==> config.mk <==
export PLATFORM = sky130hd
export DESIGN_NAME = flash_seq_host
export DESIGN_NICKNAME = d
export VERILOG_FILES = /design/src/inc/flash_seq_pkg.sv /design/src/inc/flash_bus_if.sv /design/src/rtl/flash_bus_cycler.sv /design/src/rtl/flash_seq_host.sv
export VERILOG_INCLUDE_DIRS = /design/src /design/src/inc
export SDC_FILE = /design/constraint.sdc
export NUM_CORES = 1
export LEC_CHECK = 0
export BUFFER_PORTS_ARGS = -buffer_cell sky130_fd_sc_hd__clkbuf_2
export CORE_MARGIN = 1.5
export CORE_UTILIZATION = 50
export DETAILED_ROUTE_END_ITERATION = 8
export HOLD_SLACK_MARGIN = 0.1
export PLACE_DENSITY = 0.82
export SETUP_SLACK_MARGIN = 0.4
export SYNTH_ARGS = -nofsm -noshare
export SYNTH_HDL_FRONTEND = slang
export SYNTH_HIERARCHICAL = 1
export SYNTH_SLANG_ARGS = --single-unit
==> constraint.sdc <==
create_clock -name clk_i -period 2.74 [get_ports clk_i]
set_input_delay 0.685 -clock clk_i [delete_from_list [all_inputs] [get_ports clk_i]]
set_output_delay 0.685 -clock clk_i [all_outputs]
set_load 0.02 [all_outputs]
==> src/inc/flash_seq_map.svh <==
// Operation
// RULE1: Suspend 51h/B0h, resume 50h/30h accepted
// RULE2: Device halts program within suspend latency
// RULE3: Program suspended: only reads, status, resume
// RULE4: Resume restarts program; repeats ignored
// RULE5: Host waits resume gap before next suspend
// RULE6: No suspend with overlay entered
// RULE7: Chip erase leaves all words FFFFh
// RULE8: Chip erase is six write cycles
// RULE9: Chip erase: only status read honoured
// RULE10: Hardware reset ends erase, recovery wait
// RULE11: Chip erase skips protected sectors
// RULE12: Sector erase six cycles with sector address
// RULE13: Sector erase: only status and suspend
// RULE14: Erase suspend ignored during chip erase
// RULE15: Reads inside suspended sector invalid
// RULE16: Program from erase suspend returns there
// RULE17: Program failure needs clear, then resume
// RULE18: Erase suspend: limited command set
// RULE19: Erase resume restarts; repeat ignored
// RULE20: Blank check 33h at 555 from standby; code writes it at sector_i OR 555h
// RULE21: Status bit 7 ready, bit 5 not blank
// RULE22: Blank check stops at first dirty bit
`ifndef FLASH_SEQ_MAP_SVH
`define FLASH_SEQ_MAP_SVH
`define UNLOCK1_ADDR 12'h555
`define UNLOCK2_ADDR 12'h2AA
`define UNLOCK1_DATA 16'h00AA
`define UNLOCK2_DATA 16'h0055
`define SETUP_ERASE_DATA 16'h0080
`define CHIP_ERASE_DATA 16'h0010
`define SECTOR_ERASE_DATA 16'h0030
`define PGM_SUSPEND_DATA 16'h0051
`define PGM_RESUME_DATA 16'h0050
`define ERS_SUSPEND_DATA 16'h00B0
`define ERS_RESUME_DATA 16'h0030
`define BLANK_CHECK_DATA 16'h0033
`define STATUS_READ_DATA 16'h0070
`define CLEAR_STATUS_DATA 16'h0071
`define STATUS_READY_BIT 7
`define STATUS_ERASE_BIT 5
`define STATUS_PGM_BIT 4
`define CLK_PERIOD_NS 4
`define T_WRITE_NS 40
`define WRITE_CYCLES ((`T_WRITE_NS + `CLK_PERIOD_NS - 1) / `CLK_PERIOD_NS)
`define T_SUSPEND_LATENCY_NS 40000
`define T_RESUME_GAP_NS 100000
`define T_RESET_RECOVERY_NS 400
`define RESET_CYCLES ((`T_RESET_RECOVERY_NS + `CLK_PERIOD_NS - 1) / `CLK_PERIOD_NS)
`define ERASED_WORD 16'hFFFF
`define CNT_W 16
`endif

==> src/inc/flash_seq_pkg.sv <==
package flash_seq_pkg;
  typedef enum logic [3:0] {
    OP_NONE = 4'h0,
    OP_CHIP_ERASE = 4'h1,
    OP_SECTOR_ERASE = 4'h2,
    OP_ERASE_SUSPEND = 4'h3,
    OP_ERASE_RESUME = 4'h4,
    OP_PGM_SUSPEND = 4'h5,
    OP_PGM_RESUME = 4'h6,
    OP_BLANK_CHECK = 4'h7,
    OP_CLEAR_STATUS = 4'h8,
    OP_HW_RESET = 4'h9
  } op_t;
  typedef enum logic [2:0] {
    ST_IDLE = 3'b000,
    ST_ERASING = 3'b001,
    ST_ERS_SUSP = 3'b011,
    ST_PROGRAMMING = 3'b010,
    ST_PGM_SUSP = 3'b110,
    ST_BLANK = 3'b111,
    ST_RECOVER = 3'b101
  } mode_t;
endpackage : flash_seq_pkg

==> src/inc/flash_bus_if.sv <==
`timescale 1ns/1ps
`default_nettype none
interface flash_bus_if;
  logic req;
  logic [11:0] addr;
  logic [15:0] data;
  logic rd;
  logic done;
  logic [15:0] rdata;
  modport master (output req, output addr, output data, output rd, input done, input rdata);
  modport cycler (input req, input addr, input data, input rd, output done, output rdata);
endinterface : flash_bus_if
`default_nettype wire

==> src/rtl/flash_bus_cycler.sv <==
`timescale 1ns/1ps
`default_nettype none
`include "flash_seq_map.svh"
module flash_bus_cycler
  import flash_seq_pkg::*;
(
  input wire logic clk_i,
  input wire logic arst_n_i,
  flash_bus_if.cycler bus,
  // Pins
  output logic [11:0] fl_addr_o,
  output logic [15:0] fl_dq_o,
  output logic fl_dq_oe_o,
  output logic fl_we_n_o,
  output logic fl_oe_n_o,
  input wire logic [15:0] fl_dq_i
);
  typedef struct packed {
    logic busy;
    logic rd;
    logic [`CNT_W-1:0] cnt;
    logic [11:0] addr;
    logic [15:0] wdata;
    logic [15:0] rdata;
    logic done;
    logic [15:0] dq_s1;
    logic [15:0] dq_s2;
  } cyc_t;
  cyc_t s_reg, s_next;
  always_comb
  begin
    s_next = s_reg;
    s_next.done = 1'b0;
    s_next.dq_s1 = fl_dq_i;
    s_next.dq_s2 = s_reg.dq_s1;
    if (!s_reg.busy && bus.req)
    begin
      s_next.busy = 1'b1;
      s_next.rd = bus.rd;
      s_next.addr = bus.addr;
      s_next.wdata = bus.data;
      // Extra cycles cover the two-stage input sampler
      s_next.cnt = `CNT_W'(`WRITE_CYCLES + 2);
    end
    else if (s_reg.busy)
    begin
      if (s_reg.cnt == '0)
      begin
        s_next.busy = 1'b0;
        s_next.done = 1'b1;
        s_next.rdata = s_reg.dq_s2;
      end
      else
        s_next.cnt = s_reg.cnt - `CNT_W'(1);
    end
  end
  always_ff @(posedge clk_i or negedge arst_n_i)
  begin
    if (!arst_n_i)
      s_reg <= '0;
    else
      s_reg <= s_next;
  end
  always_ff @(posedge clk_i or negedge arst_n_i)
  begin
    if (!arst_n_i)
    begin
      fl_we_n_o <= 1'b1;
      fl_oe_n_o <= 1'b1;
      fl_dq_oe_o <= 1'b0;
      fl_addr_o <= '0;
      fl_dq_o <= '0;
    end
    else
    begin
      fl_we_n_o <= !(s_next.busy && !s_next.rd && s_next.cnt > `CNT_W'(2));
      fl_oe_n_o <= !(s_next.busy && s_next.rd);
      fl_dq_oe_o <= s_next.busy && !s_next.rd;
      fl_addr_o <= s_next.addr;
      fl_dq_o <= s_next.wdata;
    end
  end
  assign bus.done = s_reg.done;
  assign bus.rdata = s_reg.rdata;
endmodule : flash_bus_cycler
`default_nettype wire

==> src/rtl/flash_seq_host.sv <==
`timescale 1ns/1ps
`default_nettype none
`include "flash_seq_map.svh"
module flash_seq_host
  import flash_seq_pkg::*;
#(
  parameter int RESUME_GAP_CYCLES = `T_RESUME_GAP_NS / `CLK_PERIOD_NS
)
(
  // Clock and reset
  input wire logic clk_i,
  input wire logic arst_n_i,
  // Command port
  input wire logic op_valid_i,
  input wire op_t op_i,
  input wire logic [11:0] sector_i,
  output logic op_ready_o,
  output logic op_done_o,
  output logic op_refused_o,
  // Status
  output logic busy_o,
  output logic not_blank_o,
  output logic erase_fail_o,
  output logic [2:0] mode_o,
  // Flash pins
  output logic [11:0] fl_addr_o,
  output logic [15:0] fl_dq_o,
  output logic fl_dq_oe_o,
  output logic fl_we_n_o,
  output logic fl_oe_n_o,
  output logic fl_reset_n_o,
  input wire logic [15:0] fl_dq_i,
  input wire logic overlay_active_i
);
  flash_bus_if bus ();
  flash_bus_cycler u_cyc (
    .clk_i(clk_i),
    .arst_n_i(arst_n_i),
    .bus(bus),
    .fl_addr_o(fl_addr_o),
    .fl_dq_o(fl_dq_o),
    .fl_dq_oe_o(fl_dq_oe_o),
    .fl_we_n_o(fl_we_n_o),
    .fl_oe_n_o(fl_oe_n_o),
    .fl_dq_i(fl_dq_i)
  );
  typedef enum logic [2:0] {
    P_IDLE = 3'b000,
    P_WRITE = 3'b001,
    P_WAIT = 3'b011,
    P_POLL = 3'b010,
    P_POLLW = 3'b110,
    P_RST = 3'b111
  } phase_t;
  typedef struct packed {
    phase_t phase;
    mode_t mode;
    mode_t after;
    logic [2:0] step;
    logic [2:0] nsteps;
    logic [11:0] sector;
    logic [15:0] cmd;
    logic [`CNT_W-1:0] tmr;
    logic [31:0] gap;
    logic req;
    logic rd;
    logic done;
    logic refused;
    logic not_blank;
    logic fail;
    logic ovl_s1;
    logic ovl_s2;
    logic rst_n;
    logic chip;
  } host_t;
  host_t s_reg, s_next;
  // ----------------------------------------
  // Acceptance per mode
  // ----------------------------------------
  function automatic logic allowed(input mode_t m, input op_t o, input logic ovl,
                                   input logic gap_ok, input logic chip);
    logic r;
    r = 1'b0;
    unique case (m)
      ST_IDLE: r = (o == OP_CHIP_ERASE) || (o == OP_SECTOR_ERASE)
                   || (o == OP_BLANK_CHECK) || (o == OP_CLEAR_STATUS); // RULE20
      ST_ERASING: r = (o == OP_ERASE_SUSPEND) && !ovl && !chip; // RULE13 RULE14 RULE19
      ST_ERS_SUSP: r = ((o == OP_ERASE_RESUME) && !ovl) || (o == OP_CLEAR_STATUS); // RULE18 RULE17
      ST_PROGRAMMING: r = (o == OP_PGM_SUSPEND) && !ovl && gap_ok; // RULE5 RULE6
      ST_PGM_SUSP: r = (o == OP_PGM_RESUME) && !ovl; // RULE3 RULE4
      ST_BLANK: r = 1'b0; // RULE20
      ST_RECOVER: r = 1'b0;
      default: r = 1'b0;
    endcase
    return r || (o == OP_HW_RESET); // RULE10
  endfunction : allowed
  // ----------------------------------------
  // Sequencer
  // ----------------------------------------
  always_comb
  begin
    s_next = s_reg;
    s_next.done = 1'b0;
    s_next.refused = 1'b0;
    s_next.ovl_s1 = overlay_active_i;
    s_next.ovl_s2 = s_reg.ovl_s1;
    if (s_reg.gap != '0)
      s_next.gap = s_reg.gap - 32'd1;
    unique case (s_reg.phase)
      P_IDLE, P_POLL:
      begin
        s_next.rst_n = 1'b1;
        if (op_valid_i)
        begin
          if (!allowed(s_reg.mode, op_i, s_reg.ovl_s2, s_reg.gap == '0, s_reg.chip))
            s_next.refused = 1'b1;
          else
          begin
            s_next.phase = P_WRITE;
            s_next.step = 3'd0;
            s_next.nsteps = 3'd1;
            s_next.sector = '0;
            s_next.after = s_reg.mode; // RULE16
            unique case (op_i)
              OP_CHIP_ERASE:
              begin
                s_next.nsteps = 3'd6; // RULE8 RULE7 RULE11
                s_next.cmd = `CHIP_ERASE_DATA;
                s_next.after = ST_ERASING; // RULE9
                s_next.not_blank = 1'b0;
                s_next.chip = 1'b1;
              end
              OP_SECTOR_ERASE:
              begin
                s_next.nsteps = 3'd6; // RULE12
                s_next.cmd = `SECTOR_ERASE_DATA;
                s_next.chip = 1'b0;
                s_next.sector = sector_i;
                s_next.after = ST_ERASING;
              end
              OP_ERASE_SUSPEND:
              begin
                s_next.cmd = `ERS_SUSPEND_DATA;
                s_next.after = ST_ERS_SUSP; // RULE15
              end
              OP_ERASE_RESUME:
              begin
                s_next.cmd = `ERS_RESUME_DATA;
                s_next.after = ST_ERASING;
              end
              OP_PGM_SUSPEND:
              begin
                s_next.cmd = `PGM_SUSPEND_DATA; // RULE1 RULE2
                s_next.after = ST_PGM_SUSP;
              end
              OP_PGM_RESUME:
              begin
                s_next.cmd = `PGM_RESUME_DATA; // RULE1
                s_next.after = ST_PROGRAMMING;
                s_next.gap = 32'(RESUME_GAP_CYCLES); // RULE5
              end
              OP_BLANK_CHECK:
              begin
                s_next.cmd = `BLANK_CHECK_DATA;
                s_next.sector = sector_i;
                s_next.after = ST_BLANK;
              end
              OP_CLEAR_STATUS:
              begin
                s_next.cmd = `CLEAR_STATUS_DATA; // RULE17
                s_next.fail = 1'b0;
              end
              OP_HW_RESET:
              begin
                s_next.phase = P_RST;
                s_next.rst_n = 1'b0;
                s_next.tmr = `CNT_W'(`RESET_CYCLES); // RULE10
              end
              default: s_next.cmd = `STATUS_READ_DATA;
            endcase
            s_next.mode = (op_i == OP_HW_RESET) ? ST_RECOVER : s_reg.mode;
          end
        end
        else if (s_reg.phase == P_POLL)
        begin
          s_next.req = 1'b1;
          s_next.rd = 1'b1;
          s_next.phase = P_POLLW;
        end
      end
      P_WRITE:
      begin
        s_next.req = 1'b1;
        s_next.rd = 1'b0;
        s_next.phase = P_WAIT;
      end
      P_WAIT:
      begin
        s_next.req = 1'b0;
        if (bus.done)
        begin
          if (s_reg.step + 3'd1 < s_reg.nsteps)
          begin
            s_next.step = s_reg.step + 3'd1;
            s_next.phase = P_WRITE;
          end
          else
          begin
            s_next.mode = s_reg.after;
            s_next.done = 1'b1;
            s_next.phase = (s_reg.after == ST_ERASING || s_reg.after == ST_BLANK
                            || s_reg.after == ST_PROGRAMMING) ? P_POLL : P_IDLE;
          end
        end
      end
      P_POLLW:
      begin
        s_next.req = 1'b0;
        if (bus.done)
        begin
          if (bus.rdata[`STATUS_READY_BIT])
          begin
            s_next.phase = P_IDLE;
            s_next.mode = ST_IDLE; // RULE22
            if (s_reg.mode == ST_BLANK)
              s_next.not_blank = bus.rdata[`STATUS_ERASE_BIT]; // RULE21
            else
              s_next.fail = bus.rdata[`STATUS_ERASE_BIT] | bus.rdata[`STATUS_PGM_BIT];
          end
          else
            s_next.phase = P_POLL;
        end
      end
      P_RST:
      begin
        if (s_reg.tmr == '0)
        begin
          s_next.rst_n = 1'b1;
          s_next.mode = ST_IDLE;
          s_next.phase = P_IDLE;
          s_next.done = 1'b1;
        end
        else
          s_next.tmr = s_reg.tmr - `CNT_W'(1);
      end
      default: s_next.phase = P_IDLE;
    endcase
  end
  // ----------------------------------------
  // Unlock cycle addressing
  // ----------------------------------------
  always_comb
  begin
    bus.req = s_reg.req;
    bus.rd = s_reg.rd;
    bus.addr = s_reg.sector;
    bus.data = s_reg.cmd;
    if (s_reg.rd)
      bus.data = `STATUS_READ_DATA;
    else if (s_reg.nsteps == 3'd6)
    begin
      // Six-cycle erase: AA, 55, 80, AA, 55, command
      unique case (s_reg.step)
        3'd0, 3'd3: begin bus.addr = `UNLOCK1_ADDR; bus.data = `UNLOCK1_DATA; end
        3'd1, 3'd4: begin bus.addr = `UNLOCK2_ADDR; bus.data = `UNLOCK2_DATA; end
        3'd2: begin bus.addr = `UNLOCK1_ADDR; bus.data = `SETUP_ERASE_DATA; end
        default: bus.data = s_reg.cmd;
      endcase
    end
    else if (s_reg.cmd == `BLANK_CHECK_DATA)
      bus.addr = s_reg.sector | `UNLOCK1_ADDR; // RULE20
  end
  always_ff @(posedge clk_i or negedge arst_n_i)
  begin
    if (!arst_n_i)
    begin
      s_reg <= '0;
      s_reg.rst_n <= 1'b1;
    end
    else
      s_reg <= s_next;
  end
  always_ff @(posedge clk_i or negedge arst_n_i)
  begin
    if (!arst_n_i)
    begin
      op_ready_o <= 1'b0;
      op_done_o <= 1'b0;
      op_refused_o <= 1'b0;
      busy_o <= 1'b0;
      not_blank_o <= 1'b0;
      erase_fail_o <= 1'b0;
      mode_o <= '0;
      fl_reset_n_o <= 1'b1;
    end
    else
    begin
      op_ready_o <= (s_next.phase == P_IDLE) || (s_next.phase == P_POLL);
      op_done_o <= s_next.done;
      op_refused_o <= s_next.refused;
      busy_o <= s_next.mode != ST_IDLE;
      not_blank_o <= s_next.not_blank;
      erase_fail_o <= s_next.fail;
      mode_o <= s_next.mode;
      fl_reset_n_o <= s_next.rst_n;
    end
  end
endmodule : flash_seq_host
`default_nettype wire

==> results.json <==
{
  "antenna_violation_net_count_after_detailed_routing": 0,
  "critical_path.max_stage_delay_ns": 0.67,
  "yosys_warnings": 6,
  "layout-drive-gt1-share_pct": 29.6,
  "io_pins": 77,
  "filler_cell_count": 1093,
  "synth_area_um2": 7920,
  "number_of_port_buffers": 63,
  "post_synth_inst_count": 856,
  "post-route-cell-area_um2": 10100,
  "finalWorstSetupSlack_ns": -0.0703,
  "setup_total_negative_slack_ns": -0.0902,
  "maximum_net_fanout_on_the_critical_path": 14,
  "avgRoutedWirePerCell_um": 18.5,
  "max_cap_violations": 0,
  "place.gp.congestion": 0.891,
  "hold_slack_ns": 0.234,
  "hpwl_um": 11400,
  "sequential_cell_area_um2": 3780,
  "worst_clock_skew_ns": 0.0116,
  "route.vias.total": 7000,
  "pwr_density_cell_nw_per_um2": 608,
  "globalRoute.totalOverflow": 0,
  "initialDrtViolationCount": 910,
  "clock_tree.htree_level_count": 4,
  "routed_wl_um": 21800,
  "critPathSlowestCell": "nor4_1",
  "num_antenna_cells": 0,
  "violated_checks": "setup timing",
  "path_class": "reg -> reg",
  "grt_setup_unrepaired": "true",
  "fp.dieH_um": 129,
  "clk_latency_ns": 0.43,
  "dp_slack_ns": 0.0354,
  "ctsHoldBuffers": 0,
  "design.core.area_um2": 15300,
  "period_share_pct": 103,
  "syn-mean-instance-area_um2": 9.26,
  "cts.sinks": 151,
  "cp.arrival_ns": 3.11,
  "grt_pass1_wl_um": 32600,
  "ctsRootBufferMaster": "clkbuf_16",
  "run_status": "finished with violations",
  "starting_density_of_the_core_pct": 51.7,
  "fin_nets": 1000,
  "drtPass1Iterations": 6,
  "cp_cell_sequence": "nor4_1 > nand4bb_4 > nor4_4 > buf_4 > nor4_4 > buf_4 > buf_6 > o21ai_0 > o21ai_1",
  "placement.cell_area_um2": 8480,
  "first_global_vias": 6394,
  "die_span_x_um": 129,
  "minimum_clock_period_ns": 2.81,
  "cts_buffer_depth": 2,
  "tritoncts.num_buffers": 17,
  "setup_viol": 7,
  "flow.area_growth_from_synthesis_pct": 26.9,
  "flip_flop_count_of_the_largest_register_after_layout": 79,
  "end_kind": "flop",
  "worstMarginPinSlew_ns": 0.774,
  "drt-vias-per-instance": 5.94,
  "slew-limit-headroom_pct": 48.2,
  "global_route_total_usage_across_every_layer_pct": 25.1,
  "worst_setup_path_start_kind": "flop",
  "worst_ep_required_time_ns": 3.03,
  "timing.critical_path.buf_inv": 3,
  "path_clk_slew_ns": 0.07,
  "placementRows": 45,
  "remaining_drc_errors": 0,
  "multi_input_comb_area_um2": 4130,
  "tritoncts": "done",
  "cpLargestDelayFamily": "simple AND/OR/NAND/NOR gates",
  "fmax_mhz": 356,
  "design.die.area_um2": 16600,
  "grt_max_degree": 65,
  "p_leak_nw": 4.54,
  "ir_worst_vdd_mv": 0.529,
  "number_of_antenna_violations_at_the_first_check_in_global_routing": 0,
  "slew_viol_final": 0,
  "end_of_flow_core_utilization_pct": 65.7,
  "min_path_type": "in -> async",
  "total_count_of_hold_check_failures_in_the_final_report": 0
}
==> layout make-up <==
class	count	share of cell area, %
Clock inverter	12	1.98
Sequential cell	151	37.6
Timing Repair Buffer	144	11.5
Tap cell	211	2.63
Inverter	22	0.821
Clock buffer	20	4.44
Multi-Input combinational cell	618	41.0
==> placed cells by master, fill, tap and decap left out, drive strengths merged, types with 7 or more instances in the layout <==
cell	instances
nand3b	7
conb	8
nor4b	7
clkbuf	84
ha	10
a21o	8
a21oi	20
nand3	18
nor2	76
nor3	30
nand2	167
or4	9
inv	22
o21ai	52
or3	11
nand2b	13
nor4	24
xor2	16
buf	80
xnor2	34
dfrtp	148
nor3b	8
==> layer usage <==
metal	up-vias	part of all wire [%]	global-route usage (%)
met1	3334	39	31.4
met2	404	48	41.2
met4	0	5.6	12.4
li1	3136	-	-
met5	-	0	0
met3	126	7.2	5.53
==> worst reg2reg max path: cells and delay by family (launching register included) <==
family	cells	cell delay, ns
AO/OA/AOI/OAI	2	0.46
buffers and inverters	3	0.47
flip-flops	1	0.43
AND/OR/NAND/NOR	4	1.32
==> metrics by stage <==
| stage | total power, W | std cells |
|---|---|---|
| after floorplan | 0.00320 | 863 |
| after global routing | 0.00634 | 1178 |
| final | 0.00612 | 1178 |
| after detailed placement | 0.00344 | 1095 |
| after CTS | 0.00604 | 1168 |
| after global placement | 0.00342 | 1095 |
==> final timing paths <==
kind                                  from              to  slack (ns)  cells after the start
setup / recovery                 s_reg[28]       s_reg[87]       -0.07                      9
hold / removal                    arst_n_i       s_reg[77]        0.23                      1
setup reg to reg                 s_reg[28]       s_reg[87]       -0.07                      9
hold reg to reg            u_cyc/s_next[5]  u_cyc/s_reg[5]        0.34                      0
max in group asynchronous         arst_n_i       s_reg[49]        1.80                      2
min in group clk_i         u_cyc/s_next[5]  u_cyc/s_reg[5]        0.34                      0
==> power breakdown <==
part           internal (W)  switching [W]  total [W]
combinational      0.000360       0.000712    0.00107
clock               0.00164       0.000939    0.00258
sequential          0.00233       0.000134    0.00247
total               0.00433        0.00179    0.00612
==> what timing repair did <==
action | in CTS | in global routing
resized for setup | 59 | 51
gates cloned | 4 | 2
buffers inserted | 37 | 8
pin swaps | 18 | 14
setup endpoints to repair | 65 | 74
Power figures use the tool's default switching activity.
